$ cat src/rtl/pfr_pkg.sv
package pfr_pkg;
  // register indices; the byte address on the bus is four times the index
  localparam logic [7:0] IDX_CORE_FLAGS = 8'h03;
  localparam logic [7:0] IDX_IRQ_STATUS = 8'h04;
  localparam logic [7:0] IDX_IRQ_MASK = 8'h05;
  localparam logic [7:0] IDX_PC_VIEW = 8'h06;
  // core flag register layout
  localparam int PAGE_LSB = 5;
  localparam int TIMEOUT_BIT = 4;
  localparam int POWERDOWN_BIT = 3;
  localparam logic [7:0] FLAGS_POR = 8'h18;
  localparam logic [7:0] FLAGS_WR_MASK = 8'he7;
  // interrupt event bits
  localparam int EV_RESET_DONE = 0;
  localparam int EV_STACK_LOST = 1;
  localparam int EV_PAGE_ROLL = 2;
  localparam int EV_W = 3;
  localparam logic [2:0] EV_RESET_VAL = 3'h0;
  // program counter and phase defaults
  localparam int PC_W_DEF = 11;
  localparam int WORD_W = 12;
  localparam logic [3:0] PHASE_FIRST = 4'h1;
  localparam logic [3:0] PHASE_IDLE = 4'h0;
  // reset release timer
  localparam int DRT_MS = 18;
  localparam int CLK_MHZ = 200;
  localparam int DRT_CYCLES = DRT_MS * CLK_MHZ * 1000;
endpackage

$ cat src/rtl/pfr_core.sv
// Chosen here: register access over APB.
`timescale 1ns/1ps
module pfr_core #(
  parameter int PC_W = pfr_pkg::PC_W_DEF,
  parameter int DRT_CYC = pfr_pkg::DRT_CYCLES
) (
  input wire logic mclk,
  input wire logic arst_n,
  input wire logic psel,
  input wire logic penable,
  input wire logic pwrite,
  input wire logic [7:0] paddr,
  input wire logic [31:0] pwdata,
  output logic [31:0] prdata,
  output logic pready,
  output logic pslverr,
  input wire logic master_clear_pin,
  input wire logic wdt_timeout,
  input wire logic sleep_mode,
  output logic [PC_W-1:0] pmem_addr,
  input wire logic [pfr_pkg::WORD_W-1:0] pmem_data,
  output logic [pfr_pkg::WORD_W-1:0] instr_reg,
  output logic exec_valid,
  input wire logic xfer_jump,
  input wire logic xfer_call,
  input wire logic xfer_ret,
  input wire logic xfer_pcl,
  input wire logic [8:0] xfer_low9,
  input wire logic [7:0] ret_literal,
  output logic w_load,
  output logic [7:0] w_literal,
  output logic dmem_rd,
  output logic dmem_wr,
  output logic first_phase,
  output logic second_phase,
  output logic third_phase,
  output logic fourth_phase,
  output logic [7:0] core_flags,
  output logic int_reset,
  output logic irq
);
  localparam int PG_W = PC_W - 9;
  localparam logic [PC_W-1:0] RESET_VEC = {PC_W{1'b1}};
  localparam logic [31:0] DRT_LAST = 32'(DRT_CYC - 1);

  logic [2:0] mc_sync_r;
  logic master_clear_pin_lvl_r;
  logic int_rst_r;
  logic [31:0] drt_cnt_r;
  logic [3:0] ph_r;
  logic [PC_W-1:0] pc_r;
  logic [PC_W-1:0] fetch_addr_r;
  logic [pfr_pkg::WORD_W-1:0] fetch_ir_r;
  logic fetch_valid_r;
  logic [pfr_pkg::WORD_W-1:0] exec_ir_r;
  logic exec_valid_r;
  logic [PC_W-1:0] stack1_r;
  logic [PC_W-1:0] stack2_r;
  logic [1:0] depth_r;
  logic w_load_r;
  logic [7:0] w_literal_r;
  logic dmem_rd_r;
  logic dmem_wr_r;
  logic [7:0] flags_r;
  logic [7:0] flags_nxt;
  logic [pfr_pkg::EV_W-1:0] ev_stat_r;
  logic [pfr_pkg::EV_W-1:0] ev_mask_r;
  logic irq_r;
  logic [31:0] prdata_r;
  logic pready_r;
  logic pslverr_r;

  // master clear pin: a change counts once the last two stages agree
  wire mc_stable = mc_sync_r[1] == mc_sync_r[2];
  wire master_clear_pin_fall = mc_stable && !mc_sync_r[2] && master_clear_pin_lvl_r;
  wire master_clear_pin_low = !master_clear_pin_lvl_r;

  always_ff @(posedge mclk or negedge arst_n) begin
    if (!arst_n) begin
      mc_sync_r <= 3'h0;
      master_clear_pin_lvl_r <= 1'b0;
    end else begin
      mc_sync_r <= {mc_sync_r[1:0], master_clear_pin};
      if (mc_stable) begin
        master_clear_pin_lvl_r <= mc_sync_r[2];
      end
    end
  end

  // reset latch and release timer; the async reset is the rising-supply
  // detector, a falling supply has no path into it
  wire rst_cause = master_clear_pin_low || wdt_timeout;
  wire drt_done = int_rst_r && !rst_cause && (drt_cnt_r == DRT_LAST);

  always_ff @(posedge mclk or negedge arst_n) begin
    if (!arst_n) begin
      int_rst_r <= 1'b1;
      drt_cnt_r <= 32'h0;
    end else begin
      if (rst_cause) begin
        int_rst_r <= 1'b1;
        drt_cnt_r <= 32'h0;
      end else if (drt_done) begin
        int_rst_r <= 1'b0;
      end else if (int_rst_r) begin
        drt_cnt_r <= drt_cnt_r + 32'h1;
      end
    end
  end

  // phase generator: idle during reset, restarts at the first phase
  always_ff @(posedge mclk or negedge arst_n) begin
    if (!arst_n) begin
      ph_r <= pfr_pkg::PHASE_IDLE;
    end else if (int_rst_r) begin
      ph_r <= drt_done ? pfr_pkg::PHASE_FIRST : pfr_pkg::PHASE_IDLE;
    end else begin
      ph_r <= {ph_r[2:0], ph_r[3]};
    end
  end

  // control transfer decode, acted on at the fourth phase of execute
  wire at_q4 = ph_r[3] && !int_rst_r;
  wire do_call = at_q4 && exec_valid_r && xfer_call;
  wire do_ret = at_q4 && exec_valid_r && xfer_ret && !xfer_call;
  wire do_page = at_q4 && exec_valid_r && (xfer_jump || xfer_pcl) && !xfer_call && !xfer_ret;
  wire do_xfer = do_call || do_ret || do_page;
  wire [PG_W-1:0] page_sel = flags_r[pfr_pkg::PAGE_LSB +: PG_W];
  wire [PC_W-1:0] page_target = {page_sel, xfer_low9};
  wire pc_step = ph_r[0] && !int_rst_r;
  wire page_roll = pc_step && (pc_r[8:0] == 9'h1ff);

  // program counter and fetch
  always_ff @(posedge mclk or negedge arst_n) begin
    if (!arst_n) begin
      pc_r <= RESET_VEC;
      fetch_addr_r <= RESET_VEC;
      fetch_ir_r <= '0;
      fetch_valid_r <= 1'b0;
    end else if (int_rst_r) begin
      pc_r <= RESET_VEC;
      fetch_addr_r <= RESET_VEC;
      fetch_valid_r <= 1'b0;
    end else begin
      if (pc_step) begin
        fetch_addr_r <= pc_r;
        pc_r <= pc_r + PC_W'(1);
      end else if (do_ret) begin
        pc_r <= stack1_r;
      end else if (do_xfer) begin
        pc_r <= page_target;
      end
      if (ph_r[3]) begin
        fetch_ir_r <= pmem_data;
        fetch_valid_r <= !do_xfer;
      end
    end
  end

  // execute stage takes the fetched word while the next fetch begins
  always_ff @(posedge mclk or negedge arst_n) begin
    if (!arst_n) begin
      exec_ir_r <= '0;
      exec_valid_r <= 1'b0;
    end else if (int_rst_r) begin
      exec_valid_r <= 1'b0;
    end else if (ph_r[0]) begin
      exec_ir_r <= fetch_ir_r;
      exec_valid_r <= fetch_valid_r;
    end
  end

  // data memory strobes follow the executing word
  always_ff @(posedge mclk or negedge arst_n) begin
    if (!arst_n) begin
      dmem_rd_r <= 1'b0;
      dmem_wr_r <= 1'b0;
    end else begin
      dmem_rd_r <= ph_r[1] && exec_valid_r && !int_rst_r;
      dmem_wr_r <= ph_r[3] && exec_valid_r && !int_rst_r;
    end
  end

  // return stack entries are left alone by resets other than power-on; depth_r clears in reset
  always_ff @(posedge mclk or negedge arst_n) begin
    if (!arst_n) begin
      stack1_r <= '0;
      stack2_r <= '0;
      depth_r <= 2'h0;
      w_load_r <= 1'b0;
      w_literal_r <= 8'h0;
    end else begin
      w_load_r <= do_ret;
      if (do_call) begin
        stack2_r <= stack1_r;
        stack1_r <= fetch_addr_r;
        depth_r <= (depth_r == 2'h2) ? 2'h2 : depth_r + 2'h1;
      end else if (do_ret) begin
        stack1_r <= stack2_r;
        w_literal_r <= ret_literal;
        depth_r <= (depth_r == 2'h0) ? 2'h0 : depth_r - 2'h1;
      end else if (int_rst_r) begin
        depth_r <= 2'h0;
      end
    end
  end

  // register bus decode
  wire setup = psel && !penable;
  wire acc_done = psel && penable && pready_r;
  wire [5:0] idx = paddr[7:2];
  wire sel_flags = idx == pfr_pkg::IDX_CORE_FLAGS[5:0];
  wire sel_stat = idx == pfr_pkg::IDX_IRQ_STATUS[5:0];
  wire sel_mask = idx == pfr_pkg::IDX_IRQ_MASK[5:0];
  wire sel_pc = idx == pfr_pkg::IDX_PC_VIEW[5:0];
  wire addr_ok = (paddr[1:0] == 2'h0) && (sel_flags || sel_stat || sel_mask || sel_pc);
  wire wr_flags = acc_done && pwrite && sel_flags && addr_ok;
  wire wr_stat = acc_done && pwrite && sel_stat && addr_ok;
  wire wr_mask = acc_done && pwrite && sel_mask && addr_ok;
  wire [31:0] rd_mux = !addr_ok ? 32'h0 :
                       sel_flags ? {24'h0, flags_r} :
                       sel_stat ? {29'h0, ev_stat_r} :
                       sel_mask ? {29'h0, ev_mask_r} :
                       32'(pc_r);

  // flag update per reset cause; master clear wins over a same-cycle watchdog
  always_comb begin
    flags_nxt = flags_r;
    if (wr_flags) begin
      flags_nxt = (flags_r & ~pfr_pkg::FLAGS_WR_MASK) | (pwdata[7:0] & pfr_pkg::FLAGS_WR_MASK);
    end
    if (master_clear_pin_fall) begin
      if (sleep_mode) begin
        flags_nxt[pfr_pkg::TIMEOUT_BIT] = 1'b1;
        flags_nxt[pfr_pkg::POWERDOWN_BIT] = 1'b0;
      end
    end else if (wdt_timeout) begin
      flags_nxt[pfr_pkg::TIMEOUT_BIT] = 1'b0;
      flags_nxt[pfr_pkg::POWERDOWN_BIT] = !sleep_mode;
    end
    if (int_rst_r || rst_cause) begin
      flags_nxt[7:pfr_pkg::PAGE_LSB] = 3'h0;
    end
  end

  always_ff @(posedge mclk or negedge arst_n) begin
    if (!arst_n) begin
      flags_r <= pfr_pkg::FLAGS_POR;
    end else begin
      flags_r <= flags_nxt;
    end
  end

  // sticky events: a set in the same cycle as a clearing write wins
  wire [pfr_pkg::EV_W-1:0] ev_set = {page_roll, do_call && (depth_r == 2'h2), drt_done};
  wire [pfr_pkg::EV_W-1:0] ev_clr = wr_stat ? pwdata[pfr_pkg::EV_W-1:0] : '0;

  always_ff @(posedge mclk or negedge arst_n) begin
    if (!arst_n) begin
      ev_stat_r <= pfr_pkg::EV_RESET_VAL;
      ev_mask_r <= pfr_pkg::EV_RESET_VAL;
      irq_r <= 1'b0;
    end else begin
      ev_stat_r <= (ev_stat_r & ~ev_clr) | ev_set;
      if (wr_mask) begin
        ev_mask_r <= pwdata[pfr_pkg::EV_W-1:0];
      end
      irq_r <= |(((ev_stat_r & ~ev_clr) | ev_set) & (wr_mask ? pwdata[2:0] : ev_mask_r));
    end
  end

  // answer is prepared in the setup cycle, so the access phase ends at once
  always_ff @(posedge mclk or negedge arst_n) begin
    if (!arst_n) begin
      prdata_r <= 32'h0;
      pready_r <= 1'b0;
      pslverr_r <= 1'b0;
    end else if (setup) begin
      prdata_r <= pwrite ? 32'h0 : rd_mux;
      pready_r <= 1'b1;
      pslverr_r <= !addr_ok;
    end else if (acc_done) begin
      pready_r <= 1'b0;
      pslverr_r <= 1'b0;
    end
  end

  assign prdata = prdata_r;
  assign pready = pready_r;
  assign pslverr = pslverr_r;
  assign pmem_addr = fetch_addr_r;
  assign instr_reg = exec_ir_r;
  assign exec_valid = exec_valid_r;
  assign w_load = w_load_r;
  assign w_literal = w_literal_r;
  assign dmem_rd = dmem_rd_r;
  assign dmem_wr = dmem_wr_r;
  assign first_phase = ph_r[0];
  assign second_phase = ph_r[1];
  assign third_phase = ph_r[2];
  assign fourth_phase = ph_r[3];
  assign core_flags = flags_r;
  assign int_reset = int_rst_r;
  assign irq = irq_r;
endmodule

$ cat config.mk
export PLATFORM = sky130hd
export DESIGN_NAME = pfr_core
export DESIGN_NICKNAME = d
export VERILOG_FILES = /design/src/rtl/pfr_pkg.sv /design/src/rtl/pfr_core.sv
export SDC_FILE = /design/constraint.sdc
export NUM_CORES = 1
export LEC_CHECK = 0
export BUFFER_PORTS_ARGS = -buffer_cell sky130_fd_sc_hd__buf_2
export CAP_MARGIN = 5
export CORE_MARGIN = 5
export CORE_UTILIZATION = 55
export CTS_BUF_LIST = sky130_fd_sc_hd__clkbuf_4
export CTS_CLUSTER_SIZE = 25
export DETAILED_ROUTE_END_ITERATION = 10
export PLACE_DENSITY = 0.79
export SYNTH_ARGS = -nofsm -noshare
export SYNTH_HDL_FRONTEND = slang
export SYNTH_SLANG_ARGS = --single-unit
$ cat constraint.sdc
create_clock -name mclk -period 3.44 [get_ports mclk]
set_input_delay 0.172 -clock mclk [delete_from_list [all_inputs] [get_ports mclk]]
set_output_delay 0.172 -clock mclk [all_outputs]
set_load 0.05 [all_outputs]
* Yosys cells after proc, flatten, opt, wreduce, memory -nomap -nowiden
Cells that the tools add are included.
** Storage, ports and cells
- Output and inout port bits :: 83
- Input port bits :: 81
- Bits in registers :: 173
- Logic and storage cells :: 151
** Cells by class
- Multiplexer cells :: 39
- $add $sub $neg :: 4
- Reduce and logical (&&, ||, !) cells :: 65
- Bitwise logic cells :: 7
- Equality and inequality tests :: 9
** Operators with widths (count)
- $mux W11 :: 13
- $mux W32 :: 3
- $add A32 B1 Y32 const B :: 1
- $eq A32 B22 Y1 const B :: 1
- $logic_and A1 B1 Y1 :: 30
- $eq A6 B3 Y1 const B :: 3
- $mux W2 :: 8
- $reduce_bool A2 Y1 :: 8
- $add A11 B1 Y11 const B :: 1
- $logic_not A1 Y1 :: 10
- $mux W1 :: 10
- $eq A9 B9 Y1 const B :: 1
- $mux W3 :: 3
- $logic_or A1 B1 Y1 :: 8
- $mux W8 :: 1
- $or A5 B8 Y8 :: 1
- $reduce_and A2 Y1 :: 4
- $and A3 B3 Y3 :: 2
- $eq A6 B2 Y1 const B :: 1
- $logic_not A2 Y1 :: 2
- $mux W4 :: 1
- $reduce_bool A4 Y1 :: 1
- $not A3 Y3 :: 1
- $or A3 B3 Y3 :: 1
- 8 further kinds :: 9

* Logic depth before layout (Yosys ltp)
- Depth after elaboration :: 12
- Gate-level depth with buffers :: 8

* Worst setup path after synthesis
No wires, ideal clock.
- Path type :: register -> register
- Start point :: register ph_r[3]
- End point :: register stack2_r[10]
- Required time :: 3.315 ns
- Setup slack :: 1.439 ns
- Cell stages (with the launch flop) :: 7
- Clock period less this slack :: 2.001 ns
- Data arrival time :: 1.877 ns
- Library setup time :: 0.125 ns
- Buffers on the path :: 3
- Cell sequence :: dfrtp_1 > nor2b_1 > buf_4 > and3_2 > buf_2 > buf_2 > mux2_2
** Between the ends
- Cells in the longest elaborated chain, start to end :: 3
** Ends and longest elaborated chain
- start: declaration :: line pfr_core.sv:50 : logic [3:0] ph_r;
- start signal: assignment :: line pfr_core.sv:114 : ph_r <= pfr_pkg::PHASE_IDLE;
- start signal: assignment :: line pfr_core.sv:116 : ph_r <= drt_done ? pfr_pkg::PHASE_FIRST : pfr_pkg::PHASE_IDLE;
- start signal: assignment :: line pfr_core.sv:118 : ph_r <= {ph_r[2:0], ph_r[3]};
- $logic_and A1 B1 Y1 :: line pfr_core.sv:123 : wire at_q4 = ph_r[3] && !int_rst_r;
- $logic_and A1 B1 Y1 (2 in series) :: line pfr_core.sv:124 : wire do_call = at_q4 && exec_valid_r && xfer_call;
- end signal: assignment :: line pfr_core.sv:195 : stack2_r <= stack1_r;
- end: declaration :: line pfr_core.sv:58 : logic [PC_W-1:0] stack2_r;
Every way passes these cells.
A chain may end at the register's enable or synchronous reset.

* Worst setup path after layout
- Start point :: register ph_r[3]
- End point :: register pc_r[6]
** Between the ends
- Cells in the longest elaborated chain, start to end :: 7
** Ends and longest elaborated chain
- $logic_and A1 B1 Y1 (*) :: line pfr_core.sv:123
- $logic_and A1 B1 Y1 (*) :: line pfr_core.sv:124, pfr_core.sv:125, pfr_core.sv:126
- $logic_and A1 B1 Y1 (on tied branches) (2 in series) :: line pfr_core.sv:125, pfr_core.sv:126
- $mux W11 (tied with other cells) :: line pfr_core.sv:148 : end else if (do_ret) begin
- $mux W11 / $logic_or A1 B1 Y1 (equally long branches) :: line pfr_core.sv:145, pfr_core.sv:127
- $mux W11 / $reduce_bool A4 Y1 (equally long branches)
- end signal: assignment :: line pfr_core.sv:147 : pc_r <= pc_r + PC_W'(1);
- end signal: assignment :: line pfr_core.sv:149 : pc_r <= stack1_r;
- end signal: assignment :: line pfr_core.sv:151 : pc_r <= page_target;
- end: declaration :: line pfr_core.sv:51 : logic [PC_W-1:0] pc_r;
Every way passes the cells marked *; elsewhere a longest branch is shown, timed or not.

==> impl_metrics.toml <==
[layout]
final_common_cell = "dfrtp_1"
largest_reg_flops = 32
syn_to_final_growth_pct = 18.02
instances_no_fill = 1037
final_nets = 939
drive_above_1_share = 0.2662
final_area_sq_um = 8522
utilization = 0.6698
layout_common_cells = "127 x dfrtp_1, 122 x nand2_1, 115 x buf_2, 42 x nor2_1, 39 x dlygate4sd3_1"

[flow_run]
maxCapViolCount = 0

[global_route]
antenna_found_initial = 1
grt_max_degree = 102
grt_usage = 0.2248
grt_use_met1 = 0.2828
met2_usage = 0.3740
gr-total-overflow = 0
met3_usage = 0.06175
grt_pass1_vias = 5902
top_usage_layer = "met2"
grt_pass1_wl_um = 28870

[worst_setup_path]
required_ns = 3.92
worstRegToRegCells = 8
r2r-end = "pc_r[6]"
path_cells = "nor2b_2 > nand4b_2 > buf_4 > inv_2 > buf_4 > a21oi_1 > o2bb2ai_1 > a21oi_1"
start_kind = "flop"
crit_fanout = 24
crit_end = "pc_r[6]"
cp_slowest_stage_delay_ns = 0.48
worst-path-buf-inv = 3
critPathTopFamily = "buffers and inverters"
crit_start = "ph_r[3]"
r2r_start = "ph_r[3]"
worstPathArrival_ns = 2.84
slowest_stage = "nor2b_2"
path_depth = 8
end_kind = "flop"
r2r_slack_ns = 1.09
crit_type = "reg -> reg"

[synthesis]
netlist_area_sq_um = 7221
synth_simple_gate_area_frac = 0.2014
synth-adder-area-share = 0.01213
synth_warnings = 0
syn_inst = 701
yosys_register_bits = 152
synth_mux_area_frac = 0.06359
synth_edf_count = 0
synthXorXnorAreaFrac = 0.03396
ys_seq_area_frac = 0.5311
synth_cell_types = 66
synth_top_family_by_area = "simple AND/OR/NAND/NOR gates"
synth.avg_cell_area_sq_um = 10.30
ys.flop_type = "dfrtp_1"
synthArstFlopShare = 1.000
synth_compound_area_frac = 0.1062

[clock_network]
cts_resized = 0
root_buffer = "clkbuf_4"
cts_sinks = 152
worstSkewPairLatency_ns = 0.54
cts_tree = "done"
post-cts-setup-buffers = 0
cts_buffers = 17
htreeDepth = 4
cts.reportedPaths.clkPinSlew_ns = 0.13
cts_buffer_depth = 2

[sta]
fin_crit_ns = 2.352
hold_viol_final = 0
clock.fmax_ghz = 0.4251
rsz0062_at_grt = "false"
finalClockSkew_ns = 0.01834
setup_viol = 0
relSlewSlack = 0.3886
setup_tns_ns = 0
fin_ws_ns = 1.088
drv_slew = 0
worst_pin_slew_ns = 0.9137
period_share = 0.6838

[place]
detailed_place_hpwl_um = 11930
place_congestion = 0.8567
io_buffers = 116
dp_slack_ns = 1.108
place_area_sq_um = 7870
place_inst = 965

[min_path]
hold-path-cell-count = 4
min_path_type = "in -> reg"
hp-start = "xfer_low9[0]"

[floorplanning]
core_area_sq_um = 12720
num_rows = 41
die_h_um = 124.6
die_area_sq_um = 15520
io_pins = 164
die_w_um = 124.6
start_util = 0.5676

[route]
routed_wl_um = 17030
antenna_left = 0
num_vias = 5791
drtIter0Drc = 443
vias_per_cell = 5.584
drt-wirelength-per-cell_um = 16.42
drc = 0
first_pass_iters = 5

[pwr]
p_per_area_nw_per_um2 = 358.4
ir_worst_vdd_v = 0.0003582
p_leak_nw = 4.197

[run_status]
status = "finished, final reports clean"
-- cells in the mapped netlist (2+ instances only) --
library cell	instances	share of area
a222oi_1	2	0.0028
clkbuf_1	15	0.0078
buf_1	5	0.0026
inv_1	14	0.0073
a21boi_0	2	0.0021
dfstp_2	25	0.091
nor3_1	14	0.0097
nand4_1	14	0.012
nand3b_1	2	0.0021
nand3_1	22	0.015
nor4_1	10	0.0087
nor2_1	42	0.022
ha_1	7	0.012
o21bai_1	2	0.0021
dfrtp_1	127	0.44
a21o_1	3	0.0031
mux2_2	31	0.048
xor2_1	16	0.019
a22oi_1	16	0.017
a21oi_1	21	0.015
and4_1	9	0.011
and3_1	6	0.0052
a211o_1	9	0.011
nor2b_1	17	0.015
o21ai_0	27	0.019
xnor2_1	12	0.015
a31oi_1	5	0.0043
o221ai_1	2	0.0024
and2_1	6	0.0052
buf_4	25	0.026
mux2i_1	11	0.015
or3_1	4	0.0035
a22o_1	8	0.0097
nand2_1	122	0.063
nand2b_1	7	0.0061
buf_2	10	0.0069
a211oi_1	2	0.0021
-- where the power goes --
group | internal [mW] | leakage [nW] | switching [mW]
logic | 0.0792 | 2.04 | 0.164
clock network | 0.357 | 0.131 | 0.641
registers | 1.80 | 2.02 | 0.0113
total | 2.24 | 4.20 | 0.816
-- worst min path at each step --
stage,endpoint,slack [ns]
4_1_cts,pc_r[0],0.02
3_5_place_dp,mc_sync_r[0],0.28
5_1_grt,pc_r[0],0.03
2_1_floorplan,core_flags[0],-0.12
3_3_place_gp,mc_sync_r[0],0.28
6_report,pc_r[0],0.06
-- cell families after synthesis --
group           Yosys count
compound gates          111
other cells               1
flops                   152
fa+ha+maj                 7
buf+inv                  70
simple gates            290
mux                      42
xor+xnor                 28
-- through the flow --
stage,hold WS (ns),power (mW)
4_1_cts,0.01775,3.077
6_report,0.06057,3.055
2_1_floorplan,-0.1236,1.980
5_1_grt,0.03355,3.193
3_3_place_gp,0.2801,2.049
3_5_place_dp,0.2845,2.055
-- layout make-up --
type                            instances  area, sq um
Sequential cell                       152         3835
Clock buffer                           17        127.6
Inverter                               15        56.30
Fill cell                            1018         4200
Antenna cell                            1        2.502
Tap cell                              172        215.2
Multi-Input combinational cell        499         3094
Timing Repair Buffer                  166         1060
Clock inverter                         15        131.4
-- timing repair --
action	4_1_cts	5_1_grt
hold endpoints to repair	121	0
hold buffers	39	0
setup endpoints to repair	0	0
-- worst min-delay path: stages --
cell and delay, ns:
buf_2 0.08, and2_0 0.12, a2111oi_0 0.07, o21bai_1 0.13
-- per-layer routing --
layer	routed length [um]	share of wire
met4	354	0.021
met2	8530	0.50
met3	1153	0.068
met1	6989	0.41
met5	0	0
(Power assumes the default switching activity.)
